<file path="src/ppf_pkg.sv">
package ppf_pkg;

  // register byte offsets
  localparam logic [5:0] OFS_SUP_LOW  = 6'h00;
  localparam logic [5:0] OFS_SUP_HIGH = 6'h04;
  localparam logic [5:0] OFS_DRV_AB   = 6'h08;
  localparam logic [5:0] OFS_DRV_CD   = 6'h0C;
  localparam logic [5:0] OFS_FN_LOW   = 6'h10;
  localparam logic [5:0] OFS_FN_HIGH  = 6'h14;
  localparam logic [5:0] OFS_PA_DATA  = 6'h18;
  localparam logic [5:0] OFS_PA_DIR   = 6'h1C;
  localparam logic [5:0] OFS_PA_PINS  = 6'h20;

  // values after reset
  localparam logic [7:0] RST_CFG = 8'h00;
  localparam logic [7:0] RST_DIR = 8'hFF;

  // implemented bits of the upper supply register
  localparam logic [7:0] SUP_HIGH_MASK = 8'h3F;

  // 2-bit field positions
  localparam int POS_F0 = 0;
  localparam int POS_F1 = 2;
  localparam int POS_F2 = 4;
  localparam int POS_F3 = 6;

  // function / level codes
  localparam logic [1:0] SEL_A = 2'h0;
  localparam logic [1:0] SEL_B = 2'h1;
  localparam logic [1:0] SEL_C = 2'h2;
  localparam logic [1:0] SEL_D = 2'h3;

  // bus answer latency in cycles from request to ack
  localparam int BUS_ACK_CYCLES = 1;

endpackage

</file>
<file path="src/ppf_port_pin_function_config.sv">
// Notes on behaviour
// - low supply register: PA6,PA3,PA2,PA0 fields; upper bit 1 picks aux supply
// - high supply register: PC5,PC4,PA7 fields, same encoding
// - bits 7 and 6 of high supply register read as zero
// - aux supply only when PB4 is aux input and field upper bit set
// - drive level acts only on pins driven as CMOS outputs
// - drive codes 00 to 11 are levels 0 (min) to 3 (max)
// - drive ab register: PB7-4, PB3-0, PA7-4, PA3-0 from top down
// - drive cd register: PD6-4, PD3-0, PC7-4, PC3-0 from top down
// - PA3: gpio/ext_interrupt_zero/capture, serial data out, uart0 tx, analog 3
// - PA2: gpio, serial data in, uart0 rx/tx, periodic timer2 inverted
// - PA1: gpio/ext_interrupt_one, chip select, opamp1 output, opamp1 positive input
// - PA0: gpio, serial clock, periodic timer1 inverted, gpio
// - PA7: gpio/captures, serial clock, analog 1, reference voltage
// - PA6: gpio, periodic timer0 out, serial data in, uart0 rx/tx
// - PA5: gpio/timer0 clock, std timer1 inverted, opamp1 output, gpio/timer0 clock
// - PA4: gpio/ptimer0 clock, std timer0 inverted, analog 0, opamp0
// - direction bit 0 is output, 1 is input; resets to 1
//
// Chosen here: the register addresses and the Avalon-MM register port.
`timescale 1ns/10ps
module ppf_port_pin_function_config
  import ppf_pkg::*;
#(
  parameter int ADDR_W = 6
) (
  input  wire logic              clk,
  input  wire logic              rst,
  input  wire logic [ADDR_W-1:0] avs_address,
  input  wire logic              avs_read,
  input  wire logic              avs_write,
  input  wire logic [31:0]       avs_writedata,
  input  wire logic [3:0]        avs_byteenable,
  output logic      [31:0]       avs_readdata,
  output logic                   avs_waitrequest,
  input  wire logic [7:0]        pa_pad_in,
  output logic      [7:0]        pa_pad_out,
  output logic      [7:0]        pa_pad_oe_n,
  output logic      [7:0]        pa_analog_en,
  input  wire logic [7:0]        pb_dir,
  input  wire logic [7:0]        pc_dir,
  input  wire logic [6:0]        pd_dir,
  input  wire logic              pb4_aux_supply_fn,
  output logic      [6:0]        aux_supply_sel,
  output logic      [15:0]       pa_drive_level,
  output logic      [15:0]       pb_drive_level,
  output logic      [15:0]       pc_drive_level,
  output logic      [13:0]       pd_drive_level,
  input  wire logic              serial_clock_out,
  input  wire logic              serial_clock_oe_n,
  input  wire logic              serial_chip_select_out,
  input  wire logic              serial_chip_select_oe_n,
  input  wire logic              serial_data_io_out,
  input  wire logic              serial_data_io_oe_n,
  input  wire logic              serial_data_out,
  input  wire logic              serial_data_out_oe_n,
  input  wire logic              uart0_transmit,
  input  wire logic              uart0_receive_transmit,
  input  wire logic              uart0_rt_oe_n,
  input  wire logic              periodic_timer0_out,
  input  wire logic              periodic_timer1_inverted_out,
  input  wire logic              periodic_timer2_inverted_out,
  input  wire logic              std_timer0_inverted_out,
  input  wire logic              std_timer1_inverted_out,
  output logic                   ext_interrupt_zero,
  output logic                   ext_interrupt_one,
  output logic                   std_timer1_capture_in,
  output logic                   std_timer0_capture_in,
  output logic                   periodic_timer0_capture_in,
  output logic                   std_timer0_clock_in,
  output logic                   periodic_timer0_clock_in,
  output logic                   serial_clock_in,
  output logic                   serial_data_in,
  output logic                   serial_chip_select_in,
  output logic                   uart0_receive_in
);

  // refuse address widths that cannot reach every register
  if (ADDR_W < 6) begin : g_chk
    $error("ADDR_W must be at least 6");
  end

  // two-bit field of a register
  function automatic logic [1:0] fld(input logic [7:0] r, input int pos);
    return r[pos +: 2];
  endfunction

  // drive code applies only while the pin drives as CMOS output
  function automatic logic [1:0] lvl(input logic oe_n,
                                     input logic [1:0] code);
    return oe_n ? SEL_A : code;
  endfunction

  logic [7:0] sup_low;
  logic [7:0] sup_high;
  logic [7:0] drv_ab;
  logic [7:0] drv_cd;
  logic [7:0] fn_low;
  logic [7:0] fn_high;
  logic [7:0] pa_data;
  logic [7:0] pa_dir;
  logic [7:0] pa_meta;
  logic [7:0] pa_sync;
  logic       ack;
  logic       hit;
  logic [5:0] ofs;
  logic       wr_en;
  logic [7:0] wb;
  logic [7:0] next_rd;
  logic [7:0] next_out;
  logic [7:0] next_oe_n;
  logic [7:0] next_ana;
  logic [7:0] gin;

  // bus: one wait cycle, then ack; upper address bits must be zero
  assign ofs   = avs_address[5:0];
  assign hit   = (avs_address >> 6) == '0;
  assign wr_en = avs_write && ack && hit && avs_byteenable[0];
  assign wb    = avs_writedata[7:0];
  assign avs_waitrequest = (avs_read || avs_write) && !ack;

  // ack pulses once per held request so back-to-back requests work
  always_ff @(posedge clk) begin
    if (rst) begin
      ack <= 1'b0;
    end else begin
      ack <= (avs_read || avs_write) && !ack;
    end
  end

  // configuration registers, cleared at reset
  always_ff @(posedge clk) begin
    if (rst) begin
      sup_low  <= RST_CFG;
      sup_high <= RST_CFG;
      drv_ab   <= RST_CFG;
      drv_cd   <= RST_CFG;
      fn_low   <= RST_CFG;
      fn_high  <= RST_CFG;
    end else if (wr_en) begin
      if (ofs == OFS_SUP_LOW) begin
        sup_low <= wb;
      end else if (ofs == OFS_SUP_HIGH) begin
        sup_high <= wb & SUP_HIGH_MASK;
      end else if (ofs == OFS_DRV_AB) begin
        drv_ab <= wb;
      end else if (ofs == OFS_DRV_CD) begin
        drv_cd <= wb;
      end else if (ofs == OFS_FN_LOW) begin
        fn_low <= wb;
      end else if (ofs == OFS_FN_HIGH) begin
        fn_high <= wb;
      end
    end
  end

  // port A latch and direction; pins start as inputs
  always_ff @(posedge clk) begin
    if (rst) begin
      pa_data <= RST_CFG;
      pa_dir  <= RST_DIR;
    end else if (wr_en) begin
      if (ofs == OFS_PA_DATA) begin
        pa_data <= wb;
      end else if (ofs == OFS_PA_DIR) begin
        pa_dir <= wb;
      end
    end
  end

  // read mux; unmapped addresses read zero
  always_comb begin
    next_rd = 8'h00;
    if (!hit) begin
      next_rd = 8'h00;
    end else if (ofs == OFS_SUP_LOW) begin
      next_rd = sup_low;
    end else if (ofs == OFS_SUP_HIGH) begin
      next_rd = sup_high & SUP_HIGH_MASK;
    end else if (ofs == OFS_DRV_AB) begin
      next_rd = drv_ab;
    end else if (ofs == OFS_DRV_CD) begin
      next_rd = drv_cd;
    end else if (ofs == OFS_FN_LOW) begin
      next_rd = fn_low;
    end else if (ofs == OFS_FN_HIGH) begin
      next_rd = fn_high;
    end else if (ofs == OFS_PA_DATA) begin
      next_rd = pa_data;
    end else if (ofs == OFS_PA_DIR) begin
      next_rd = pa_dir;
    end else if (ofs == OFS_PA_PINS) begin
      next_rd = pa_sync;
    end
  end

  // read data captured on the first request cycle, held until next read
  always_ff @(posedge clk) begin
    if (rst) begin
      avs_readdata <= 32'h0000_0000;
    end else if (avs_read && !ack) begin
      avs_readdata <= {24'h00_0000, next_rd};
    end
  end

  // pad inputs come from outside the clock domain
  always_ff @(posedge clk) begin
    if (rst) begin
      pa_meta <= 8'h00;
      pa_sync <= 8'h00;
    end else begin
      pa_meta <= pa_pad_in;
      pa_sync <= pa_meta;
    end
  end

  // port A output mux; default is latch plus direction bit
  always_comb begin
    next_out  = pa_data;
    next_oe_n = pa_dir;
    next_ana  = 8'h00;
    case (fld(fn_low, POS_F0))
      SEL_B: begin
        next_out[0]  = serial_clock_out;
        next_oe_n[0] = serial_clock_oe_n;
      end
      SEL_C: begin
        next_out[0]  = periodic_timer1_inverted_out;
        next_oe_n[0] = 1'b0;
      end
      default: ;
    endcase
    case (fld(fn_low, POS_F1))
      SEL_B: begin
        next_out[1]  = serial_chip_select_out;
        next_oe_n[1] = serial_chip_select_oe_n;
      end
      SEL_C, SEL_D: begin
        next_oe_n[1] = 1'b1;
        next_ana[1]  = 1'b1;
      end
      default: ;
    endcase
    case (fld(fn_low, POS_F2))
      SEL_B: begin
        next_out[2]  = serial_data_io_out;
        next_oe_n[2] = serial_data_io_oe_n;
      end
      SEL_C: begin
        next_out[2]  = uart0_receive_transmit;
        next_oe_n[2] = uart0_rt_oe_n;
      end
      SEL_D: begin
        next_out[2]  = periodic_timer2_inverted_out;
        next_oe_n[2] = 1'b0;
      end
      default: ;
    endcase
    case (fld(fn_low, POS_F3))
      SEL_B: begin
        next_out[3]  = serial_data_out;
        next_oe_n[3] = serial_data_out_oe_n;
      end
      SEL_C: begin
        next_out[3]  = uart0_transmit;
        next_oe_n[3] = 1'b0;
      end
      SEL_D: begin
        next_oe_n[3] = 1'b1;
        next_ana[3]  = 1'b1;
      end
      default: ;
    endcase
    case (fld(fn_high, POS_F0))
      SEL_B: begin
        next_out[4]  = std_timer0_inverted_out;
        next_oe_n[4] = 1'b0;
      end
      SEL_C, SEL_D: begin
        next_oe_n[4] = 1'b1;
        next_ana[4]  = 1'b1;
      end
      default: ;
    endcase
    case (fld(fn_high, POS_F1))
      SEL_B: begin
        next_out[5]  = std_timer1_inverted_out;
        next_oe_n[5] = 1'b0;
      end
      SEL_C: begin
        next_oe_n[5] = 1'b1;
        next_ana[5]  = 1'b1;
      end
      default: ;
    endcase
    case (fld(fn_high, POS_F2))
      SEL_B: begin
        next_out[6]  = periodic_timer0_out;
        next_oe_n[6] = 1'b0;
      end
      SEL_C: begin
        next_out[6]  = serial_data_io_out;
        next_oe_n[6] = serial_data_io_oe_n;
      end
      SEL_D: begin
        next_out[6]  = uart0_receive_transmit;
        next_oe_n[6] = uart0_rt_oe_n;
      end
      default: ;
    endcase
    case (fld(fn_high, POS_F3))
      SEL_B: begin
        next_out[7]  = serial_clock_out;
        next_oe_n[7] = serial_clock_oe_n;
      end
      SEL_C, SEL_D: begin
        next_oe_n[7] = 1'b1;
        next_ana[7]  = 1'b1;
      end
      default: ;
    endcase
  end

  // registered pad drive; costs one cycle but keeps pads glitch free
  always_ff @(posedge clk) begin
    if (rst) begin
      pa_pad_out   <= 8'h00;
      pa_pad_oe_n  <= RST_DIR;
      pa_analog_en <= 8'h00;
    end else begin
      pa_pad_out   <= next_out;
      pa_pad_oe_n  <= next_oe_n;
      pa_analog_en <= next_ana;
    end
  end

  // drive levels per pin, zero unless driving as output
  always_ff @(posedge clk) begin
    if (rst) begin
      pa_drive_level <= 16'h0000;
      pb_drive_level <= 16'h0000;
      pc_drive_level <= 16'h0000;
      pd_drive_level <= 14'h0000;
    end else begin
      for (int i = 0; i < 8; i++) begin
        pa_drive_level[2*i +: 2] <= lvl(next_oe_n[i],
          fld(drv_ab, (i < 4) ? POS_F0 : POS_F1));
        pb_drive_level[2*i +: 2] <= lvl(pb_dir[i],
          fld(drv_ab, (i < 4) ? POS_F2 : POS_F3));
        pc_drive_level[2*i +: 2] <= lvl(pc_dir[i],
          fld(drv_cd, (i < 4) ? POS_F0 : POS_F1));
      end
      for (int i = 0; i < 7; i++) begin
        pd_drive_level[2*i +: 2] <= lvl(pd_dir[i],
          fld(drv_cd, (i < 4) ? POS_F2 : POS_F3));
      end
    end
  end

  // aux rail needs both the PB4 input function and the field's upper bit
  always_ff @(posedge clk) begin
    if (rst) begin
      aux_supply_sel <= 7'h00;
    end else begin
      aux_supply_sel <= {sup_high[POS_F2+1], sup_high[POS_F1+1],
                         sup_high[POS_F0+1], sup_low[POS_F3+1],
                         sup_low[POS_F2+1], sup_low[POS_F1+1],
                         sup_low[POS_F0+1]}
                        & {7{pb4_aux_supply_fn}};
    end
  end

  // shared digital inputs only pass when the pin is set as input
  assign gin = pa_sync & pa_dir;

  // inputs to peripherals; idle level 0 for timers, 1 for serial lines
  always_ff @(posedge clk) begin
    if (rst) begin
      ext_interrupt_zero         <= 1'b0;
      ext_interrupt_one          <= 1'b0;
      std_timer1_capture_in      <= 1'b0;
      std_timer0_capture_in      <= 1'b0;
      periodic_timer0_capture_in <= 1'b0;
      std_timer0_clock_in        <= 1'b0;
      periodic_timer0_clock_in   <= 1'b0;
      serial_clock_in            <= 1'b1;
      serial_data_in             <= 1'b1;
      serial_chip_select_in      <= 1'b1;
      uart0_receive_in           <= 1'b1;
    end else begin
      ext_interrupt_zero    <= fld(fn_low, POS_F3) == SEL_A && gin[3];
      std_timer1_capture_in <= fld(fn_low, POS_F3) == SEL_A && gin[3];
      ext_interrupt_one     <= fld(fn_low, POS_F1) == SEL_A && gin[1];
      std_timer0_capture_in <= fld(fn_high, POS_F3) == SEL_A && gin[7];
      periodic_timer0_capture_in <=
        fld(fn_high, POS_F3) == SEL_A && gin[7];
      std_timer0_clock_in   <= fld(fn_high, POS_F1) inside {SEL_A, SEL_D}
                               && gin[5];
      periodic_timer0_clock_in <=
        fld(fn_high, POS_F0) == SEL_A && gin[4];
      // PA0 wins over PA7 when both carry the serial clock
      serial_clock_in <= (fld(fn_low, POS_F0) == SEL_B) ? pa_sync[0] :
                         (fld(fn_high, POS_F3) == SEL_B) ? pa_sync[7] :
                         1'b1;
      serial_data_in  <= (fld(fn_low, POS_F2) == SEL_B) ? pa_sync[2] :
                         (fld(fn_high, POS_F2) == SEL_C) ? pa_sync[6] :
                         1'b1;
      uart0_receive_in <= (fld(fn_low, POS_F2) == SEL_C) ? pa_sync[2] :
                          (fld(fn_high, POS_F2) == SEL_D) ? pa_sync[6] :
                          1'b1;
      serial_chip_select_in <=
        (fld(fn_low, POS_F1) == SEL_B) ? pa_sync[1] : 1'b1;
    end
  end
endmodule

</file>
<file path="config.mk">
export PLATFORM = sky130hd
export DESIGN_NAME = ppf_port_pin_function_config
export DESIGN_NICKNAME = d
export VERILOG_FILES = /design/src/ppf_pkg.sv /design/src/ppf_port_pin_function_config.sv
export SDC_FILE = /design/constraint.sdc
export NUM_CORES = 1
export LEC_CHECK = 0
export BUFFER_PORTS_ARGS = -buffer_cell sky130_fd_sc_hd__clkbuf_2
export CAP_MARGIN = 20
export CORE_MARGIN = 10
export CORE_UTILIZATION = 50
export DETAILED_ROUTE_END_ITERATION = 10
export PLACE_DENSITY = 0.79
export SLEW_MARGIN = 10
export SYNTH_ARGS = -nofsm -noshare
export SYNTH_HDL_FRONTEND = slang
export SYNTH_SLANG_ARGS = --single-unit
</file>
<file path="constraint.sdc">
create_clock -name clk -period 2.01 [get_ports clk]
set_input_delay 0.201 -clock clk [delete_from_list [all_inputs] [get_ports clk]]
set_output_delay 0.201 -clock clk [all_outputs]
set_load 0.02 [all_outputs]
</file>
Word level (Yosys, flattened, before mapping)
Cells that the tools add are included.
{"block": "word_totals", "regBits": 189, "latch_bits": 0, "mem_bits_rw": 0, "mem_bits_ro": 0, "input_bits": 94, "out_inout_bits": 137, "elab_cells": 194, "n_memories": 0}
{"block": "op_classes", "n_addsub": 0, "multipliers": 0, "div_mod_pow": 0, "magnitude_cmp": 0, "eq_ne": 31, "shifts": 0, "n_mux": 36, "bitwise": 9, "reduce_logical": 61}
{"operator": "$mux W8", "count": 9}
{"operator": "$reduce_or A2 Y1", "count": 35}
{"operator": "$eq A2 B2 Y1 const B", "count": 15}
{"operator": "$eq A6 B5 Y1 const B", "count": 4}
{"operator": "$eq A2 B1 Y1 const B", "count": 8}
{"operator": "$mux W1", "count": 15}
{"operator": "$pmux W1 S3", "count": 5}
{"operator": "$pmux W1 S2", "count": 7}
{"operator": "$eq A6 B4 Y1 const B", "count": 2}
{"operator": "$logic_not A2 Y1", "count": 5}
{"operator": "$logic_and A1 B1 Y1", "count": 9}
{"operator": "$and A8 B8 Y8", "count": 1}
{"operator": "$and A7 B7 Y7", "count": 1}
{"operator": "$not A1 Y1", "count": 7}
{"operator": "$reduce_and A7 Y1", "count": 1}
{"operator": "$eq A6 B3 Y1 const B", "count": 1}
{"operator": "$eq A6 B6 Y1 const B", "count": 1}
{"operator": "$logic_not A6 Y1", "count": 1}
{"operator": "$reduce_and A3 Y1", "count": 2}
{"operator": "$reduce_and A6 Y1", "count": 1}
{"operator": "$reduce_and A5 Y1", "count": 1}
{"operator": "$reduce_and A2 Y1", "count": 2}
{"operator": "$reduce_and A4 Y1", "count": 1}
{"operator": "$reduce_bool A2 Y1", "count": 1}
{"operator": "other kinds (2)", "count": 2}

Depth between registers and ports, before layout
{"block": "depth", "depth_word": 10, "depth_mapped": 7, "ltp_nobuf": 6}

Worst setup path before layout
No wires, ideal clock.
{"block": "synth_timing", "kind": "input-to-reg", "start": "in avs_address[5]", "end": "reg fn_high[0]", "setup_ps": 128, "arrival_time_ps": 1530, "required_ps": 1882, "path_slack_ps": 353, "stages": 5, "n_path_buf": 1, "cell_sequence": "or4b_1 -> buf_6 -> nor3_4 -> mux2i_1 -> nor2_1"}
{"block": "synth_via", "elab_chain_len": 3, "word_cells_on_any_way": 12, "classes_between": "eq/ne: 5; bitwise: 5; reduce/logical: 2"}
{"element": "start, declared", "line_no": "ppf_port_pin_function_config.sv:29", "text": "input wire logic [ADDR_W-1:0] avs_address,"}
{"element": "$eq A6 B5 Y1, or another cell as far along", "line_no": "ppf_port_pin_function_config.sv:149", "text": "end else if (ofs == OFS_FN_LOW) begin"}
{"element": "$not A1 Y1 (no line)"}
{"element": "$reduce_and A7 Y1 (no line) *"}
{"element": "end signal, assigned", "line_no": "ppf_port_pin_function_config.sv:152", "text": "fn_high <= wb;"}
{"element": "end, declared", "line_no": "ppf_port_pin_function_config.sv:99", "text": "logic [7:0] fn_high;"}
Every way passes the cells marked *; elsewhere a longest branch is shown, timed or not.
A chain may end at the register's enable or synchronous reset.

Worst setup path in the final report
{"block": "layout_timing", "start": "reg ack", "end": "reg pa_data[0]"}
{"block": "layout_via", "elab_chain_len": 3}
{"element": "start, declared", "line_no": "ppf_port_pin_function_config.sv:104", "text": "logic ack;"}
{"element": "start signal, assigned", "line_no": "ppf_port_pin_function_config.sv:127", "text": "ack <= (avs_read || avs_write) && !ack;"}
{"element": "$logic_and A1 B1 Y1 (2 in a row)", "line_no": "ppf_port_pin_function_config.sv:118", "text": "assign wr_en = avs_write && ack && hit && avs_byteenable[0];"}
{"element": "$reduce_and A2 Y1 (no line)"}
{"element": "end signal, assigned", "line_no": "ppf_port_pin_function_config.sv:164", "text": "pa_data <= wb;"}
{"element": "end, declared", "line_no": "ppf_port_pin_function_config.sv:100", "text": "logic [7:0] pa_data;"}
No other way between the ends.

==> out/summary.txt <==
YOSYS
-----------------------------------------------------------------------------------------
Main area contributors after synthesis ..................................... sky130_fd_sc_hd__dfxtp_1 (52%), sky130_fd_sc_hd__mux2i_1 (8.5%), sky130_fd_sc_hd__nor2_1 (7.4%), sky130_fd_sc_hd__nor2b_1 (3.4%), sky130_fd_sc_hd__buf_4 (3.1%)
Number of flops mapped to enable cells by yosys ............................            0
Syn. warnings ..............................................................            0
Proportion of register bits with asynchronous set or reset after synthesis .           0%
Post-Synthesis Cells .......................................................          724
Average footprint of a synthesized cell ....................................     9.80 um2
Seq/Total Area, Yosys ......................................................        52.5%
Prevailing post-synth register cell ........................................ sky130_fd_sc_hd__dfxtp_1
Dominant cell type by area after synthesis ................................. sky130_fd_sc_hd__dfxtp_1
Area of the mapped netlist .................................................     7090 um2
Number of distinct library cells after synthesis ...........................           52
Number of synthesized register bits ........................................          186
Synth top area share .......................................................        52.5%

GRT
-----------------------------------------------------------------------------------------
Leftover overflow at the end of global routing .............................            0
Via count of the first global-routing pass .................................        5,877
Maximum number of pins on one net before global-route repair ...............           41
Overall routing resource usage .............................................        19.6%
Global-route wire length before repair .....................................      30.7 mm
Antenna violations before repair ...........................................            0

PLACE
-----------------------------------------------------------------------------------------
HPWL Detailed ..............................................................      14.0 mm
Pre-CTS setup slack ........................................................    0.0999 ns
Number of input and output port buffers inserted ...........................          176
Final weighted congestion of routability-driven global placement ...........        0.885

ROUTING
-----------------------------------------------------------------------------------------
Number of design rule violations left after detail routing .................            0
Total via count in the routed design .......................................        5,809
Via-to-Cell Ratio ..........................................................         5.14
Drt wl/cell ................................................................      17.0 um
Iteration-0 DRC count of the detailed router ...............................          460
Antenna-violating nets left ................................................            0
Number of search-and-repair iterations in the first detailed-routing pass ..            5
Detailed Route WL ..........................................................      19.3 mm

FINAL LAYOUT
-----------------------------------------------------------------------------------------
Number of filler cells placed in the layout ................................        1,077
FF+latch area ..............................................................     3720 um2
Area used by multi-input combinational logic ...............................     3010 um2
Signed area change from the synthesized netlist to the final layout ........        29.6%
Fraction of final layout cells sized beyond drive strength 1 ...............        26.5%
Net count of the finished layout ...........................................        1,041
Antenna fix cells ..........................................................            0

SETUP PATH
-----------------------------------------------------------------------------------------
Critical path peak fanout ..................................................            8
Slowest stage delay, CP ....................................................      0.40 ns
Slowest-stage cell, CP ..................................................... sky130_fd_sc_hd__nor2_4
Worst setup path category .................................................. flop to flop
Worst path arrival time ....................................................      2.01 ns
Required time reported for the critical path endpoint ......................      2.32 ns
Worst Setup Start Kind .....................................................         flop
Category of the worst setup path capture point .............................         flop
Cell breakdown of the critical path ........................................ and3_1 > nand2_1 > nor2_4 > mux2i_1 > nor2_1

TIMING
-----------------------------------------------------------------------------------------
Hold violation count in the final report ...................................            0
Clock Skews ................................................................   0.00640 ns
Crit share post-route ......................................................        84.8%
Final Max Slew Viols .......................................................            0
Final setup violation count ................................................            0
Transition at the pin with the smallest max-transition slack ...............     0.633 ns
Fmax .......................................................................    0.587 GHz
Max transition margin ......................................................        56.7%
Total negative setup slack .................................................         0 ns
Final worst path period need ...............................................      1.70 ns
Setup repair after global routing missed its margin ........................           no
Final worst setup slack ....................................................     0.306 ns

CLOCK TREE
-----------------------------------------------------------------------------------------
Number of cells upsized or downsized after cts .............................            0
Num Clock Sinks ............................................................          186
Clock Pin Slew Worst Setup and Hold Paths ..................................      0.07 ns
CTS tree ...................................................................          yes
Buffer type at the clock tree root ......................................... sky130_fd_sc_hd__clkbuf_16
Cts bufs inserted ..........................................................           17
Clock H-tree levels ........................................................            4
Clock insertion delay at the later pin of the skew report ..................      0.43 ns
Clk buf depth ..............................................................            2
Post-CTS Setup Bufs ........................................................            0

DIE
-----------------------------------------------------------------------------------------
I/O Pins ...................................................................          231
Die H ......................................................................       139 um
Total core area ............................................................   13,900 um2
Die X-Extent ...............................................................       139 um
Die outline area ...........................................................   19,400 um2
Initial Utilization ........................................................        51.1%
Floorplan row count ........................................................           43

POWER
-----------------------------------------------------------------------------------------
Static Leak ................................................................      3.92 nW
Total power per unit cell area .............................................   894 nW/um2
IR drop worst, VDD .........................................................       595 uV

MIN PATH
-----------------------------------------------------------------------------------------
Path class of the lowest-slack min-delay path .............................. input port to flop

JOB
-----------------------------------------------------------------------------------------
Max-cap violations .........................................................            0

OUTCOME
-----------------------------------------------------------------------------------------
Run status ................................................................. finished, final reports clean

==> cells in the final DEF (no fill, tap or decap), drive strengths merged, types with 16 or more instances in the layout <==
master / synthesis / routed
nor2b: 39 / 39
nor2: 144 / 144
nand2: 23 / 23
buf: 37 / 29
clkbuf: 28 / 195
inv: 27 / 29
dfxtp: 186 / 186
dlygate4sd3: 0 / 31
nand2b: 26 / 26
conb: 1 / 27
and2: 16 / 16
a21oi: 20 / 20
mux2i: 60 / 60
==> flip-flops by register name (all words and copies together), names as in the netlist, 5 cells and up <==
name and flops:
pa_drive_level 16, pb_drive_level 16, pc_drive_level 16, pd_drive_level 14, avs_readdata 8, drv_ab 8
drv_cd 8, fn_high 8, fn_low 8, pa_data 8, pa_dir 8, pa_meta 8
pa_pad_oe_n 8, pa_pad_out 8, pa_sync 8, sup_low 8, aux_supply_sel 7, sup_high 6
pa_analog_en 5
==> area by class of cell <==
cell class	count	area share, %
clock buffers	20	4.97
clock inverters	11	2.86
inverters	27	1.10
multi-input cells	472	32.7
flip-flops and latches	186	40.5
well taps	180	2.45
repair buffers	235	15.4
==> timing repair <==
item | 4_1_cts | 5_1_grt
setup endpoints to repair | 0 | 0
hold buffers | 31 | 0
hold endpoints to repair | 54 | 0
==> critical path, delay by kind of cell (launching register included) <==
| family | cells | cell delay (ns) |
|---|---|---|
| DFF | 1 | 0.39 |
| and+or+nand+nor | 4 | 0.94 |
| muxes | 1 | 0.25 |
==> Yosys cell counts (all sizes together), types with 6 or more instances <==
| master | count |
|---|---|
| inv | 27 |
| dfxtp | 186 |
| a21oi | 20 |
| nor3 | 10 |
| nand2b | 26 |
| buf | 37 |
| clkbuf | 28 |
| mux2i | 60 |
| ha | 8 |
| mux4 | 6 |
| nor2 | 144 |
| and2 | 16 |
| nand2 | 23 |
| o2bb2ai | 8 |
| a211oi | 10 |
| nor2b | 39 |
| a211o | 10 |
| o21ai | 10 |
| a22oi | 6 |
==> final timing paths <==
kind / end / startpoint / slack [ns] / depth (start not counted)
setup / recovery: pa_data[0] / ack / 0.31 / 5
hold / removal: pa_pad_out[4] / std_timer0_inverted_out / 0.03 / 3
setup reg to reg: pa_data[0] / ack / 0.31 / 5
hold reg to reg: pa_sync[6] / pa_meta[6] / 0.43 / 1
==> routing by layer <==
metal | GRT usage (%) | wire length (um) | part of all wire [%]
met3 | 7.36 | 1660 | 8.6
met4 | 7.63 | 464 | 2.4
met5 | 0 | 0 | 0
met2 | 32.7 | 9360 | 49
met1 | 22.2 | 7780 | 40
==> cell families (layout without fill, tap and decap cells) <==
group                      count (synthesis)  count (layout)  synth area share, %
buffers and inverters                     92             293                 6.56
other                                      1              27               0.0529
and+or+nand+nor                          279             279                 19.9
AOI/OAI and AO/OA                         92              92                 9.26
adders and majority gates                  8               8                 1.41
DFF                                      186             186                 52.5
muxes                                     66              66                 10.4
==> where the power goes <==
group | total, W | switching (W) | internal, W
sequential | 0.00373 | 0.0000177 | 0.00371
combinational | 0.000453 | 0.000276 | 0.000177
clock | 0.00404 | 0.00139 | 0.00265
==> stage by stage <==
stage	area, um2	hold slack (ns)	std cells	util, %	total power [W]
floorplan	7190	0.273	750	-	0.00409
global placement	8170	0.374	1069	58.8	0.00420
detailed placement	8170	0.376	1069	58.8	0.00421
CTS	9200	0.0225	1131	66.2	0.00826
global route	9200	0.0353	1131	66.2	0.00846
finish	9200	0.0287	1131	66.2	0.00822
(Power assumes the default switching activity.)
